**config.mk**
```make
export PLATFORM = sky130hd
export DESIGN_NAME = accreg_i2c_port
export DESIGN_NICKNAME = d
export VERILOG_FILES = /design/src/hdl/accreg_pkg.sv /design/src/hdl/accreg_sync.sv /design/src/hdl/accreg_regmap.sv /design/src/hdl/accreg_i2c_port.sv
export SDC_FILE = /design/constraint.sdc
export NUM_CORES = 1
export LEC_CHECK = 0
export BUFFER_PORTS_ARGS = -buffer_cell sky130_fd_sc_hd__buf_2
export CAP_MARGIN = 20
export CORE_MARGIN = 4
export CORE_UTILIZATION = 50
export CTS_CLUSTER_SIZE = 28
export DETAILED_ROUTE_END_ITERATION = 10
export PLACE_DENSITY_LB_ADDON = 0.08
export SETUP_SLACK_MARGIN = 0.5
export SYNTH_ARGS = -nofsm -noshare
export SYNTH_HDL_FRONTEND = slang
export SYNTH_SLANG_ARGS = --single-unit
```
**constraint.sdc**
```tcl
create_clock -name ref_clk -period 6.1 [get_ports ref_clk]
set_input_delay 0.61 -clock ref_clk [delete_from_list [all_inputs] [get_ports ref_clk]]
set_output_delay 0.61 -clock ref_clk [all_outputs]
set_load 0.005 [all_outputs]
```
**src/hdl/accreg_pkg.sv**
```systemverilog
// package for the accelerometer i2c target port: offsets, address, counts
// assumes a single ref_clk domain; pins arrive unsynchronised
`default_nettype none
package accreg_pkg;
	localparam logic [6:0] ACC_TARGET_ADDR = 7'h14;
	localparam logic [7:0] ACC_OFF_X_LOW = 8'h00;
	localparam logic [7:0] ACC_OFF_X_HIGH = 8'h01;
	localparam logic [7:0] ACC_OFF_Y_LOW = 8'h02;
	localparam logic [7:0] ACC_OFF_Y_HIGH = 8'h03;
	localparam logic [7:0] ACC_OFF_STATUS = 8'h06;
	localparam logic [7:0] ACC_OFF_DETECT = 8'h07;
	localparam logic [7:0] ACC_OFF_TRIM_A = 8'h08;
	localparam logic [7:0] ACC_OFF_TRIM_B = 8'h09;
	localparam logic [7:0] ACC_OFF_CLKCTL = 8'h0a;
	localparam logic [7:0] ACC_OFF_IDENT = 8'h10;
	// identity value is arbitrary
	localparam logic [7:0] ACC_IDENT_VALUE = 8'h5a;
	localparam logic [7:0] ACC_RESET_BYTE = 8'h00;
	localparam logic [7:0] ACC_CNT_RESET = 8'h00;
	localparam logic [3:0] ACC_BITS_PER_BYTE = 4'h8;
	localparam int ACC_DATA_W = 14;
	localparam logic [5:0] ACC_HIGH_PAD = 6'h00;
endpackage
`default_nettype wire

```
**src/hdl/accreg_sync.sv**
```systemverilog
// two-flop synchroniser for one pin level
// assumes the input is asynchronous to clk
`default_nettype none
module accreg_sync (
	input wire logic ref_clk,
	input wire logic reset_n,
	input wire logic pin_in,
	output logic pin_sync
);
	logic meta_q;
	always_ff @(posedge ref_clk or negedge reset_n) begin
		if (!reset_n) begin
			meta_q <= 1'b1;
			pin_sync <= 1'b1;
		end else begin
			meta_q <= pin_in;
			pin_sync <= meta_q;
		end
	end
endmodule
`default_nettype wire

```
**src/hdl/accreg_regmap.sv**
```systemverilog
// register map: write-only controls, read mux of results and status
// assumes writes are single-cycle strobes from the serial engine
`default_nettype none
module accreg_regmap
	import accreg_pkg::*;
(
	input wire logic ref_clk,
	input wire logic reset_n,
	input wire logic wr_stb,
	input wire logic [7:0] reg_addr,
	input wire logic [7:0] wr_data,
	input wire logic [13:0] x_accel_value,
	input wire logic [13:0] y_accel_value,
	input wire logic [7:0] status_in,
	output logic [7:0] rd_data,
	output logic [7:0] detection_control,
	output logic [7:0] adc_clock_control
);
	always_ff @(posedge ref_clk or negedge reset_n) begin
		if (!reset_n) begin
			detection_control <= ACC_RESET_BYTE;
			adc_clock_control <= ACC_RESET_BYTE;
		end else if (wr_stb) begin
			if (reg_addr == ACC_OFF_DETECT)
				detection_control <= wr_data;
			if (reg_addr == ACC_OFF_CLKCTL)
				adc_clock_control <= wr_data;
		end
	end
	always_comb begin
		unique case (reg_addr)
			ACC_OFF_X_LOW: rd_data = x_accel_value[7:0];
			ACC_OFF_X_HIGH: rd_data = {2'b00, x_accel_value[13:8]};
			ACC_OFF_Y_LOW: rd_data = y_accel_value[7:0];
			ACC_OFF_Y_HIGH: rd_data = {2'b00, y_accel_value[13:8]};
			ACC_OFF_STATUS: rd_data = status_in;
			ACC_OFF_IDENT: rd_data = ACC_IDENT_VALUE;
			default: rd_data = ACC_RESET_BYTE;
		endcase
	end
	AST_HIGH_ZERO: assert property (@(posedge ref_clk) disable iff (!reset_n)
		(reg_addr == ACC_OFF_X_HIGH || reg_addr == ACC_OFF_Y_HIGH) |-> rd_data[7:6] == 2'b00)
		else $error("high byte top bits not zero");
	AST_WO_ZERO: assert property (@(posedge ref_clk) disable iff (!reset_n)
		(reg_addr == ACC_OFF_DETECT || reg_addr == ACC_OFF_TRIM_A) |-> rd_data == 8'h00)
		else $error("write-only read not zero");
	AST_DET_WRITE: assert property (@(posedge ref_clk) disable iff (!reset_n)
		wr_stb && reg_addr == ACC_OFF_DETECT |=> detection_control == $past(wr_data))
		else $error("detection write lost");
endmodule
`default_nettype wire

```
**src/hdl/accreg_i2c_port.sv**
```systemverilog
// i2c target port of a two-axis sensor, with its register map
// Operation
// - clock pin is input only; never driven.
// - data pin open-drain: only pull low or release.
// - data changes only while clock low.
// - start is data fall, stop is data rise, clock high.
// - idle when both lines high; start opens transfer.
// - msb first, eight data pulses then acknowledge pulse.
// - transmitter releases after eight bits; receiver holds ack low.
// - after master nack, release data for stop or restart.
// - repeated start treated exactly like a fresh start.
// - first byte is seven address bits plus direction bit.
// - acknowledge only the fixed target address.
// - first written byte loads the register address counter.
// - further written bytes stored; counter increments each byte. Here only offsets 0x07 and 0x0a keep a written byte; others are dropped.
// - reads send addressed register, counter increments per byte.
// - x value 14-bit, split over offsets 0 and 1.
// - y value 14-bit, split over offsets 2 and 3.
// - ten user registers of mixed access.
// assumes scl/sda pins are asynchronous; sensor values from ref_clk logic
`default_nettype none
module accreg_i2c_port
	import accreg_pkg::*;
(
	input wire logic ref_clk,
	input wire logic reset_n,
	input wire logic scl_in,
	input wire logic sda_in,
	output logic sda_out,
	output logic sda_oe,
	input wire logic [13:0] x_accel_value,
	input wire logic [13:0] y_accel_value,
	input wire logic [7:0] status_in,
	output logic [7:0] detection_control,
	output logic [7:0] adc_clock_control,
	output logic [7:0] addr_counter,
	output logic bus_busy
);
	typedef enum logic [2:0] {
		ACC_IDLE, ACC_ADDR, ACC_ACK_OUT, ACC_RX, ACC_TX, ACC_ACK_IN
	} accreg_state_t;

	function automatic logic [7:0] accreg_inc(input logic [7:0] v);
		accreg_inc = v + 8'h01;
	endfunction

	logic scl_s, sda_s, scl_d1_q, sda_d1_q;
	logic scl_rise, scl_fall, start_det, stop_det;
	accreg_state_t state_q;
	logic [3:0] bit_cnt_q;
	logic [7:0] shift_q;
	logic rw_q, first_q, ack_q, wr_stb_q;
	logic [7:0] addr_q, rd_data, wr_data_q;
	logic pull_q;

	accreg_sync u_scl_sync (
		.ref_clk(ref_clk),
		.reset_n(reset_n),
		.pin_in(scl_in),
		.pin_sync(scl_s)
	);
	accreg_sync u_sda_sync (
		.ref_clk(ref_clk),
		.reset_n(reset_n),
		.pin_in(sda_in),
		.pin_sync(sda_s)
	);

	always_ff @(posedge ref_clk or negedge reset_n) begin
		if (!reset_n) begin
			scl_d1_q <= 1'b1;
			sda_d1_q <= 1'b1;
		end else begin
			scl_d1_q <= scl_s;
			sda_d1_q <= sda_s;
		end
	end

	assign scl_rise = scl_s && !scl_d1_q;
	assign scl_fall = !scl_s && scl_d1_q;
	assign start_det = scl_s && scl_d1_q && sda_d1_q && !sda_s;
	assign stop_det = scl_s && scl_d1_q && !sda_d1_q && sda_s;

	always_ff @(posedge ref_clk or negedge reset_n) begin
		if (!reset_n)
			bus_busy <= 1'b0;
		else if (start_det)
			bus_busy <= 1'b1;
		else if (stop_det)
			bus_busy <= 1'b0;
	end

	accreg_regmap u_regmap (
		.ref_clk(ref_clk),
		.reset_n(reset_n),
		.wr_stb(wr_stb_q),
		.reg_addr(addr_q),
		.wr_data(wr_data_q),
		.x_accel_value(x_accel_value),
		.y_accel_value(y_accel_value),
		.status_in(status_in),
		.rd_data(rd_data),
		.detection_control(detection_control),
		.adc_clock_control(adc_clock_control)
	);

	// serial engine; bits sampled on scl rise, driven after scl fall
	always_ff @(posedge ref_clk or negedge reset_n) begin
		if (!reset_n) begin
			state_q <= ACC_IDLE;
			bit_cnt_q <= 4'h0;
			shift_q <= ACC_RESET_BYTE;
			rw_q <= 1'b0;
			first_q <= 1'b0;
			ack_q <= 1'b0;
			wr_stb_q <= 1'b0;
			wr_data_q <= ACC_RESET_BYTE;
			addr_q <= ACC_CNT_RESET;
		end else begin
			wr_stb_q <= 1'b0;
			if (start_det) begin
				state_q <= ACC_ADDR;
				bit_cnt_q <= 4'h0;
			end else if (stop_det) begin
				state_q <= ACC_IDLE;
			end else begin
				unique case (state_q)
					ACC_IDLE: ;
					ACC_ADDR, ACC_RX: if (scl_rise) begin
						shift_q <= {shift_q[6:0], sda_s};
						bit_cnt_q <= bit_cnt_q + 4'h1;
					end else if (scl_fall && bit_cnt_q == ACC_BITS_PER_BYTE) begin
						bit_cnt_q <= 4'h0;
						if (state_q == ACC_ADDR) begin
							rw_q <= shift_q[0];
							first_q <= 1'b1;
							if (shift_q[7:1] == ACC_TARGET_ADDR) begin
								state_q <= ACC_ACK_OUT;
								ack_q <= 1'b1;
							end else begin
								state_q <= ACC_IDLE;
							end
						end else begin
							state_q <= ACC_ACK_OUT;
							ack_q <= 1'b1;
							first_q <= 1'b0;
							if (first_q) begin
								addr_q <= shift_q;
							end else begin
								wr_stb_q <= 1'b1;
								wr_data_q <= shift_q;
							end
						end
					end
					ACC_ACK_OUT: if (scl_fall) begin
						ack_q <= 1'b0;
						if (rw_q && !first_q) begin
							state_q <= ACC_TX;
							shift_q <= rd_data;
							addr_q <= accreg_inc(addr_q);
						end else if (rw_q) begin
							state_q <= ACC_TX;
							first_q <= 1'b0;
							shift_q <= rd_data;
							addr_q <= accreg_inc(addr_q);
						end else begin
							state_q <= ACC_RX;
						end
					end
					ACC_TX: if (scl_rise) begin
						bit_cnt_q <= bit_cnt_q + 4'h1;
					end else if (scl_fall) begin
						shift_q <= {shift_q[6:0], 1'b1};
						if (bit_cnt_q == ACC_BITS_PER_BYTE) begin
							bit_cnt_q <= 4'h0;
							state_q <= ACC_ACK_IN;
						end
					end
					ACC_ACK_IN: if (scl_rise) begin
						ack_q <= !sda_s;
					end else if (scl_fall) begin
						if (ack_q) begin
							state_q <= ACC_TX;
							shift_q <= rd_data;
							addr_q <= accreg_inc(addr_q);
						end else begin
							state_q <= ACC_IDLE;
						end
						ack_q <= 1'b0;
					end
					default: state_q <= ACC_IDLE;
				endcase
			end
			// increment after written byte; 8-bit wrap
			if (wr_stb_q)
				addr_q <= accreg_inc(addr_q);
		end
	end

	// open drain pull low only; updated on ref_clk after scl fall
	always_ff @(posedge ref_clk or negedge reset_n) begin
		if (!reset_n)
			pull_q <= 1'b0;
		else if (start_det || stop_det)
			pull_q <= 1'b0;
		else if (state_q == ACC_ACK_OUT)
			pull_q <= ack_q;
		else if (state_q == ACC_TX)
			pull_q <= !shift_q[7];
		else
			pull_q <= 1'b0;
	end

	always_ff @(posedge ref_clk or negedge reset_n) begin
		if (!reset_n) begin
			sda_out <= 1'b0;
			sda_oe <= 1'b0;
			addr_counter <= ACC_CNT_RESET;
		end else begin
			sda_out <= 1'b0;
			sda_oe <= pull_q;
			addr_counter <= addr_q;
		end
	end

	AST_OUT_LOW: assert property (@(posedge ref_clk) disable iff (!reset_n)
		sda_oe |-> !sda_out)
		else $error("data driven high");
	AST_START_ADDR: assert property (@(posedge ref_clk) disable iff (!reset_n)
		start_det |=> state_q == ACC_ADDR && bit_cnt_q == 4'h0)
		else $error("start not restarting address phase");
	AST_NO_MATCH: assert property (@(posedge ref_clk) disable iff (!reset_n)
		state_q == ACC_ADDR && scl_fall && bit_cnt_q == ACC_BITS_PER_BYTE && !start_det && !stop_det
		&& shift_q[7:1] != ACC_TARGET_ADDR |=> state_q == ACC_IDLE)
		else $error("foreign address acknowledged");
	AST_WRAP: assert property (@(posedge ref_clk) disable iff (!reset_n)
		wr_stb_q && addr_q == 8'hff |=> addr_q == 8'h00)
		else $error("counter did not wrap");
	AST_STOP_RELEASE: assert property (@(posedge ref_clk) disable iff (!reset_n)
		stop_det |=> ##1 !sda_oe)
		else $error("data held after stop");
	AST_ACK_DRIVE: assert property (@(posedge ref_clk) disable iff (!reset_n)
		state_q == ACC_ACK_OUT && ack_q && !start_det && !stop_det |=> ##1 sda_oe)
		else $error("ack not driven");
endmodule
`default_nettype wire

```
==> results of run 1 <==
flip-flops by register name (all words and copies together), names as in the netlist, 3 cells and up:
| signal | cells |
|---|---|
| addr_q | 8 |
| state_q | 3 |
| wr_data_q | 8 |
| shift_q | 8 |
| u_regmap.adc_clock_control | 8 |
| bit_cnt_q | 4 |
| addr_counter | 8 |
| u_regmap.detection_control | 8 |
worst paths after layout:
check | slack [ps] | to | start
worst max-delay path | 3650 | addr_q[5]$_DFFE_PN0P_ | scl_d1_q$_DFF_PN1_
worst min-delay path | 350 | u_scl_sync.pin_sync$_DFF_PN1_ | u_scl_sync.meta_q$_DFF_PN1_
worst max register to register | 3650 | addr_q[5]$_DFFE_PN0P_ | scl_d1_q$_DFF_PN1_
worst min register to register | 350 | u_scl_sync.pin_sync$_DFF_PN1_ | u_scl_sync.meta_q$_DFF_PN1_
max in group asynchronous | 5080 | state_q[2]$_DFFE_PN0P_ | reset_n
min in group asynchronous | 450 | bit_cnt_q[3]$_DFFE_PN0P_ | reset_n
worst max-delay path: cells and delay by family, from the launching register on:
| family | cells | cell delay (ps) |
|---|---|---|
| compound gates | 3 | 780 |
| simple gates | 2 | 680 |
| flops | 1 | 550 |
| fa+ha+maj | 1 | 290 |
| buf+inv | 1 | 40 |
power breakdown:
part	total (mW)	leakage, nW	internal (mW)	switching, mW
Combinational	0.333	1.02	0.146	0.187
Clock	0.455	0.120	0.274	0.181
Sequential	0.664	0.881	0.530	0.133
Total	1.45	2.02	0.950	0.502
area by class of cell:
| class | count | area share (%) |
|---|---|---|
| inverters | 19 | 1.64 |
| flip-flops and latches | 68 | 39.4 |
| multi-input cells | 256 | 42.8 |
| clock inverters | 7 | 2.85 |
| repair buffers | 66 | 7.67 |
| clock buffers | 9 | 2.85 |
| well taps | 99 | 2.85 |
cell usage in the layout (no fill, tap or decap), types with 3 or more instances in the layout:
cell type / instances
nand3b_1: 3
mux2_4: 16
and3_1: 5
nand2b_1: 6
nand3_1: 18
and2_1: 3
ha_1: 9
nor2b_1: 5
o31ai_1: 4
dfrtp_1: 62
a21oi_1: 25
o211ai_1: 5
a31oi_1: 5
o21ai_0: 17
a22oi_1: 13
a2111oi_0: 3
buf_2: 65
o21ai_1: 3
clkbuf_8: 9
or3_1: 3
nor2_1: 19
dfstp_2: 6
bufinv_16: 3
nor3_1: 3
o22ai_1: 7
mux2_2: 11
nand2_1: 21
o311a_1: 3
inv_1: 18
per-stage QoR:
step | total power, mW | hold slack [ps] | worst slack [ps] | utilization [%] | area [um^2]
final | 1.45 | 353 | 3650 | 59.8 | 4340
after global routing | 1.53 | 345 | 3500 | 59.8 | 4340
after CTS | 1.46 | 345 | 3660 | 59.8 | 4340
after detailed placement | 0.999 | 343 | 3660 | 56.4 | 4090
after global placement | 0.992 | 334 | 3720 | 56.4 | 4090
after floorplan | 0.859 | 314 | 4120 | - | 3750
cell families after synthesis:
kind of cell    after synthesis  share of synthesized area [%]
other cells                   1                          0.100
xor+xnor                      1                          0.234
simple gates                108                           16.3
compound gates              109                           19.8
buf+inv                      39                           4.97
flops                        68                           45.6
mux                          27                           9.71
fa+ha+maj                    10                           3.27
layer usage:
layer | part of all wire [%] | wire (um) | vias to the layer above | global-route usage (%)
li1 | - | - | 1462 | -
met1 | 47 | 4260 | 1449 | 31.0
met2 | 44 | 3980 | 125 | 33.4
met3 | 6.5 | 584 | 15 | 4.14
met4 | 1.7 | 149 | 0 | 7.81
met5 | 0 | 0 | - | 0
==> impl_metrics.toml, run 1 <==
[final_layout]
seqCellArea_mm2 = 0.00171
multi_input_area_mm2 = 0.00186
layout-drive-gt1-share_pct = 30.4
layout.nets = 469
antenna-diode-count = 0
fill_cells = 647
instances_no_fill = 524
area_delta_synth_final_pct = 15.7

[placed_design]
place_inst = 508
io_buffers = 65
place.gp.congestion = 0.911
dp_hpwl_mm = 6.59

[drt]
via_count = 3051
route.detailed.drc = 0
first_iter_violations = 299
dr.pass1.iters = 5
routedWlPerCell_um = 17.1
antenna_left = 0
totalWireLength_mm = 8.98
route.detailed.vias_per_inst = 5.82

[clocking]
clkSinkCount = 68
ctsResizeCount = 0
ctsHoldBuffers = 0
cts_setup_buffers = 0
cts_made_buffers = 9
clock_path_buffers = 2
clock_latency_ps = 350
cts-root-buf = "clkbuf_8"
htreeDepth = 3
cts_tree = "done"
path_clk_slew_ps = 90

[worst_setup_path]
cp-end-kind = "flip-flop"
r2r_cells = 7
max_stage_delay_ps = 550
arrival_ps = 2690
cp-start-kind = "flip-flop"
worstPathRequired_ps = 6340
cp_max_fo = 12
worstPathCellList = "inv_1 -> ha_1 -> nand3b_1 -> o221ai_1 -> and3_1 -> a21oi_1 -> o311a_1"
crit_type = "reg -> reg"
cp_slowest_cell = "dfstp_2"

[outcome]
status = "finished, final reports clean"

[timing]
worstMarginPinSlew_ps = 855
finalHoldViolations = 0
skew_ps = 15.7
timing.slew.headroom_pct = 43.0
setup_viol = 0
rsz0062_at_grt = "false"
max_freq_mhz = 409
fin_setup_tns_ps = 0
period_share_pct = 40.1
fin_crit_ps = 2450
maxSlewViolCount = 0

[yosys]
seq_area_frac_synth_pct = 45.6
synth_most_common_cell = "dfrtp_1"
synth_flop_cell = "dfrtp_1"
avgSynthCellArea_um2 = 10.3
synth_top_area_cell = "dfrtp_1"
synthesis.nets = 412
ys_warn_count = 0
synth_edf_count = 0
synth_area_mm2 = 0.00375
synth_top_area_share_pct = 41.4
synthTopCellsByCount = "dfrtp_1 (62), a21oi_1 (25), nand2_1 (21)"
synth_cell_type_count = 70
synth_cells = 363
synth-seq-cells = 68
netlist_top_cells_area = "dfrtp_1 (41%), mux2_4 (6.4%), dfstp_2 (4.2%)"
synth-async-reset-ratio_pct = 100

[floorplan]
dieArea_mm2 = 0.00895
die_x_um = 94.6
rows = 31
die_y_um = 94.6
ioPinCount = 67
core-area_mm2 = 0.00725
start_util_pct = 51.7

[global_route]
grt_max_degree = 69
grt_pass1_wl_mm = 15.3
track_usage_pct = 21.9
antenna_found_initial = 0
grt_overflow = 0
grt_pass1_vias = 3040

[worst_hold_path]
worst_hold_path_type = "reg -> reg"
whs_path_depth = 0

[power_and_ir_drop]
power.density_mw_per_mm2 = 334
peakVddDrop_mv = 0.177
p_leak_nw = 2.02

[flow_run]
cap_violations = 0
(Power assumes the default switching activity.)
==> run 2: changes to the inputs <==
- clock period: 6.1 -> 2.29 ns (I/O delays scaled with it)
==> run 2 against run 1 <==
  * Clock skew is 10 ps lower
  * Critical path depth stayed put
  * Via count is 12% higher
  * Sequential cell count stayed put
  * Sequential power grew to 2.5 times the previous value
  * Count of clock-buffer cells in the layout is 1 higher
  * Final cell count is 11% higher
  * Total power grew to 3.0 times the previous value
  * Combinational power grew to 4.6 times the previous value
  * Routed wire length is 17% higher
  * Global-route usage is 1.5 points higher
  * Cell area is 22% higher
==> impl_metrics.toml, run 2 (synthesis gave the netlist of run 1 again) <==
[global_route]
antenna_found_initial = 0
grt_max_degree = 49
grt_pass1_wl_mm = 16.1
grt_overflow = 0
grt_pass1_vias = 3204
track_usage_pct = 23.3

[flow_run]
cap_violations = 0

[clocking]
clock_latency_ps = 340
path_clk_slew_ps = 70
clkSinkCount = 68
cts_made_buffers = 9
clock_path_buffers = 2
cts_tree = "done"
htreeDepth = 3
cts-root-buf = "clkbuf_8"

[timing]
fin_crit_ps = 1970
rsz0062_at_grt = "true"
max_freq_mhz = 507
setup_viol = 0
fin_setup_tns_ps = 0
fin_ws_ps = 316
skew_ps = 5.35
maxSlewViolCount = 0
finalHoldViolations = 0
period_share_pct = 86.2

[power_and_ir_drop]
intPower_mw = 2.79
p_leak_nw = 2.37
pwr-share-clk_pct = 25.6
p_switching_mw = 1.51
combPwrFrac_pct = 35.6
power.density_mw_per_mm2 = 812
p_seq_share_pct = 38.7
peakVddDrop_mv = 0.622
p_sw_share_pct = 35.0

[final_layout]
seqCellArea_mm2 = 0.00172
antenna-diode-count = 0
final_common_cell = "buf_2"
instances_no_fill = 583
multi_input_area_mm2 = 0.00233
final_cell_mix = "buf_2 (65), dfrtp_1 (53), buf_4 (46), mux2_4 (26), a21oi_1 (20)"
layout-drive-gt1-share_pct = 52.9
layout.nets = 528
area_delta_synth_final_pct = 41.0
fill_cells = 521

[drt]
antenna_left = 0
totalWireLength_mm = 10.5
routedWlPerCell_um = 17.9
via_count = 3418
first_iter_violations = 233
dr.pass1.iters = 5
route.detailed.vias_per_inst = 5.86
route.detailed.drc = 0

[placed_design]
place_inst = 524
place_ws_ps = 162
place.gp.congestion = 0.941
dp_hpwl_mm = 6.91
io_buffers = 65

[worst_setup_path]
worstPathRequired_ps = 2520
r2r_end = "wr_data_q[5]$_DFFE_PN0P_"
r2r_cells = 7
r2r_start = "scl_d1_q$_DFF_PN1_"
crit_type = "reg -> reg"
rrSetupSlack_ps = 320
cp-start-kind = "flip-flop"
cp_max_fo = 6
cp-end-kind = "flip-flop"
arrival_ps = 2200

[floorplan]
die_y_um = 94.6
die_x_um = 94.6
rows = 31
dieArea_mm2 = 0.00895
ioPinCount = 67
core-area_mm2 = 0.00725
start_util_pct = 51.7

[worst_hold_path]
whs_path_depth = 3
hold_start = "status_in[4]"
min_to = "shift_q[4]$_DFFE_PN0P_"
worst_hold_path_type = "in -> reg"

[outcome]
status = "finished, final reports clean"
run 2: worst max-delay path by stage:
stage,startpoint,to,slack (ps),cells after the start
6_report,scl_d1_q$_DFF_PN1_,wr_data_q[5]$_DFFE_PN0P_,320,7
5_1_grt,bit_cnt_q[1]$_DFFE_PN0P_,addr_q[5]$_DFFE_PN0P_,260,8
4_1_cts,scl_d1_q$_DFF_PN1_,wr_data_q[7]$_DFFE_PN0P_,340,7
3_5_place_dp,scl_d1_q$_DFF_PN1_,wr_data_q[5]$_DFFE_PN0P_,160,7
3_3_place_gp,scl_d1_q$_DFF_PN1_,wr_data_q[3]$_DFFE_PN0P_,210,7
2_1_floorplan,scl_d1_q$_DFF_PN1_,wr_data_q[0]$_DFFE_PN0P_,410,8
run 2: routing by layer:
| layer | GRT usage (%) | wire, um | up-vias |
|---|---|---|---|
| li1 | - | - | 1586 |
| met1 | 33.5 | 4810 | 1653 |
| met2 | 35.2 | 4760 | 159 |
| met3 | 4.94 | 692 | 20 |
| met4 | 7.57 | 203 | 0 |
| met5 | 0 | 0 | - |
run 2: repair_timing:
| action | in CTS | in global routing |
|---|---|---|
| endpoints found under the hold margin | 16 | 0 |
| setup buffers | 29 | 9 |
| resized for setup | 52 | 50 |
| endpoints found under the setup margin | 49 | 51 |
| gates cloned | 1 | 1 |
| hold buffers | 3 | 0 |
| pin swaps | 17 | 19 |
run 2: layout make-up:
type	instances	area share [%]
Multi-Input combinational cell	258	44.0
Sequential cell	68	32.5
Timing Repair Buffer	123	15.5
Clock buffer	10	2.60
Tap cell	99	2.34
Clock inverter	6	1.66
Inverter	19	1.35
run 2: power groups by stage:
stage	Clock, mW	Sequential, mW	Combinational [mW]
2_1_floorplan	0	1.61	0.696
3_3_place_gp	0	1.68	1.03
3_5_place_dp	0	1.68	1.04
4_1_cts	1.12	1.64	1.29
5_1_grt	1.18	1.69	1.65
6_report	1.10	1.66	1.53
run 2: worst max-delay path: stages (launching register included):
cell and delay [ps]:
dfstp_2 540, buf_4 120, ha_4 170, nand2b_4 70, nor2_1 130, nand3_2 120
or3_4 400, mux2_4 310
run 2: metrics by stage:
| stage | cell area, um^2 | total power [mW] | hold WS, ps | utilization, % |
|---|---|---|---|---|
| CTS | 4980 | 4.06 | 216 | 68.7 |
| global placement | 4290 | 2.71 | 215 | 59.1 |
| detailed placement | 4290 | 2.72 | 225 | 59.1 |
| floorplan | 3830 | 2.31 | -66.6 | - |
| global route | 5290 | 4.51 | 216 | 72.9 |
| finish | 5290 | 4.30 | 199 | 72.9 |
==> run 3: changes to the inputs <==
- SYNTH_HIERARCHICAL: unset -> 1
==> run 3 against run 2 <==
  * Combinational power about the same
  * Sequential share of layout area is 2.1 points higher
  * Die area shrank 1.2%
  * Critical path depth unchanged
  * First-iteration DRC count fell by 41%
  * Setup slack worse by 160 ps
  * Critical path type unchanged
  * Critical endpoint is now addr_q[2]$_DFFE_PN0P_
  * Largest cell class unchanged
==> impl_metrics.toml, run 3 <==
[outcome]
status = "finished, final reports clean"

[floorplan]
core-area_mm2 = 0.00721
die_y_um = 94.1
die_x_um = 94.1
ioPinCount = 67
start_util_pct = 51.3
dieArea_mm2 = 0.00885
rows = 31

[timing]
fin_crit_ps = 2130
fin_setup_tns_ps = 0
worstMarginPinSlew_ps = 615
maxSlewViolCount = 0
max_freq_mhz = 470
worst_hold_slack_ps = 354
finalHoldViolations = 0
timing.slew.headroom_pct = 59.0
setup_viol = 0
period_share_pct = 93.0
fin_ws_ps = 160
rsz0062_at_grt = "true"
skew_ps = 4.17

[worst_setup_path]
arrival_ps = 2340
cp_max_fo = 5
r2r_cells = 7
rrSetupSlack_ps = 160
r2r_end = "addr_q[2]$_DFFE_PN0P_"
crit_type = "reg -> reg"
worstPathRequired_ps = 2500
r2r_start = "scl_d1_q$_DFF_PN1_"
cp-end-kind = "flip-flop"
cp-start-kind = "flip-flop"

[power_and_ir_drop]
intPower_mw = 2.58
power.density_mw_per_mm2 = 820
p_leak_nw = 2.36
peakVddDrop_mv = 0.460
p_sw_share_pct = 36.4
p_switching_mw = 1.48
fin_total_pwr_mw = 4.06
combPwrFrac_pct = 37.4
p_seq_share_pct = 41.9
pwr-share-clk_pct = 20.7

[clocking]
clock_path_buffers = 2
cts_made_buffers = 9
clkSinkCount = 68
cts-root-buf = "clkbuf_8"
path_clk_slew_ps = 70
htreeDepth = 3
clock_latency_ps = 340
cts_tree = "done"

[worst_hold_path]
whs_path_depth = 0
min_to = "sda_oe$_DFF_PN0_"
worst_hold_path_type = "reg -> reg"
hold_start = "pull_q$_DFF_PN0_"

[final_layout]
layout-drive-gt1-share_pct = 44.6
fill_cells = 557
layout.nets = 503
fin_util_pct = 68.6
instances_no_fill = 561
final_common_cell = "buf_2"
final_cell_mix = "buf_2 (65), dfrtp_1 (58), buf_4 (37), mux2i_1 (26), nand2_1 (24)"
area_delta_synth_final_pct = 33.6
antenna-diode-count = 0
final_area_mm2 = 0.00495

[global_route]
antenna_found_initial = 0
grt_pass1_vias = 3068
grt_max_degree = 44
track_usage_pct = 21.7
grt_pass1_wl_mm = 15.0
grt_overflow = 0

[drt]
route.detailed.vias_per_inst = 5.55
route.detailed.drc = 0
dr.pass1.iters = 4
totalWireLength_mm = 9.42
first_iter_violations = 137
routedWlPerCell_um = 16.8
via_count = 3115
antenna_left = 0

[yosys]
synthTopCellsByCount = "dfrtp_1 (62), mux2_2 (28), mux2i_1 (26)"
synth-async-reset-ratio_pct = 100
synth_cells = 345
synth_area_mm2 = 0.00370
seq_area_frac_synth_pct = 46.1
synth-seq-cells = 68
avgSynthCellArea_um2 = 10.7
synth_cell_type_count = 65
synth_top_area_cell = "dfrtp_1"
synth_most_common_cell = "dfrtp_1"
synth_flop_cell = "dfrtp_1"
synth_top_area_share_pct = 41.9
synthesis.nets = 391
netlist_top_cells_area = "dfrtp_1 (42%), mux2_2 (8.5%), mux2i_1 (7.0%)"
synth_edf_count = 0
ys_warn_count = 6

[placed_design]
dpl-instance-area_mm2 = 0.00441
place_ws_ps = 113
io_buffers = 65
place_inst = 525
dp_hpwl_mm = 6.56
place.gp.congestion = 0.848

[flow_run]
cap_violations = 0
==> run 3: changes by cell type in the layout (fill, tap and decap cells not counted), moves of 6 or more <==
cell / previous run / this run
mux2i_1: 0 / 26
mux2_2: 1 / 20
mux2_4: 26 / 8
buf_4: 46 / 37
inv_1: 15 / 6
a22oi_2: 7 / 0
o21ai_1: 7 / 14
a21oi_1: 20 / 14
a22oi_1: 6 / 0
o21ai_0: 9 / 3
==> run 3: cells by family after synthesis <==
family                   after synthesis  synth area share (%)
multiplexers                          54                  15.5
AND/OR/NAND/NOR                      118                  19.0
flip-flops                            68                  46.1
XOR/XNOR                               1                 0.237
adder cells (fa/ha/maj)                6                  2.03
AO/OA/AOI/OAI                         74                  14.1
other                                  1                 0.101
buffers and inverters                 23                  2.87
==> run 3: power by group through the flow <==
stage               combinational, mW  clock, mW  sequential, mW
global placement                 1.32          0            1.70
floorplan                       0.865          0            1.65
global route                     1.67      0.897            1.73
CTS                              1.48      0.859            1.68
finish                           1.52      0.840            1.70
detailed placement               1.35          0            1.71
==> run 3: how the worst max path moves through the flow <==
stage | start | endpoint | slack [ps]
floorplan | scl_d1_q$_DFF_PN1_ | addr_q[5]$_DFFE_PN0P_ | 230
global placement | scl_d1_q$_DFF_PN1_ | addr_q[5]$_DFFE_PN0P_ | 150
detailed placement | state_q[0]$_DFFE_PN0P_ | addr_q[5]$_DFFE_PN0P_ | 110
CTS | scl_d1_q$_DFF_PN1_ | addr_q[5]$_DFFE_PN0P_ | 170
global route | scl_d1_q$_DFF_PN1_ | addr_q[2]$_DFFE_PN0P_ | 100
finish | scl_d1_q$_DFF_PN1_ | addr_q[2]$_DFFE_PN0P_ | 160
==> run 3: cell type report <==
| cell class | count | area [um^2] | share of cell area, % |
|---|---|---|---|
| multi-input cells | 254 | 2130 | 42.9 |
| flip-flops and latches | 68 | 1710 | 34.6 |
| repair buffers | 115 | 790 | 16.0 |
| clock buffers | 11 | 131 | 2.65 |
| well taps | 99 | 124 | 2.50 |
| inverters | 9 | 36.3 | 0.733 |
| clock inverters | 5 | 28.8 | 0.581 |
==> run 3: repair_timing <==
item | in CTS | in global routing
endpoints found under the hold margin | 21 | 0
setup buffers | 8 | 6
gates resized for setup | 29 | 34
pin swaps | 9 | 12
hold buffers | 3 | 0
gates cloned | 2 | 1
endpoints found under the setup margin | 40 | 51
==> run 3: layer usage <==
| metal | wire length [um] | vias to the layer above | GRT usage [%] |
|---|---|---|---|
| met3 | 418 | 19 | 4.49 |
| met5 | 0 | - | 0 |
| li1 | - | 1504 | - |
| met1 | 4120 | 1502 | 29.0 |
| met2 | 4650 | 90 | 34.2 |
| met4 | 233 | 0 | 8.90 |
==> run 3: critical path, cell delays in order (launching register included) <==
cell and delay [ps]:
dfstp_2 580, ha_4 180, nand4b_4 120, a2111oi_4 340, o2111a_2 320, buf_12 130
mux2i_1 220, a211oi_1 110
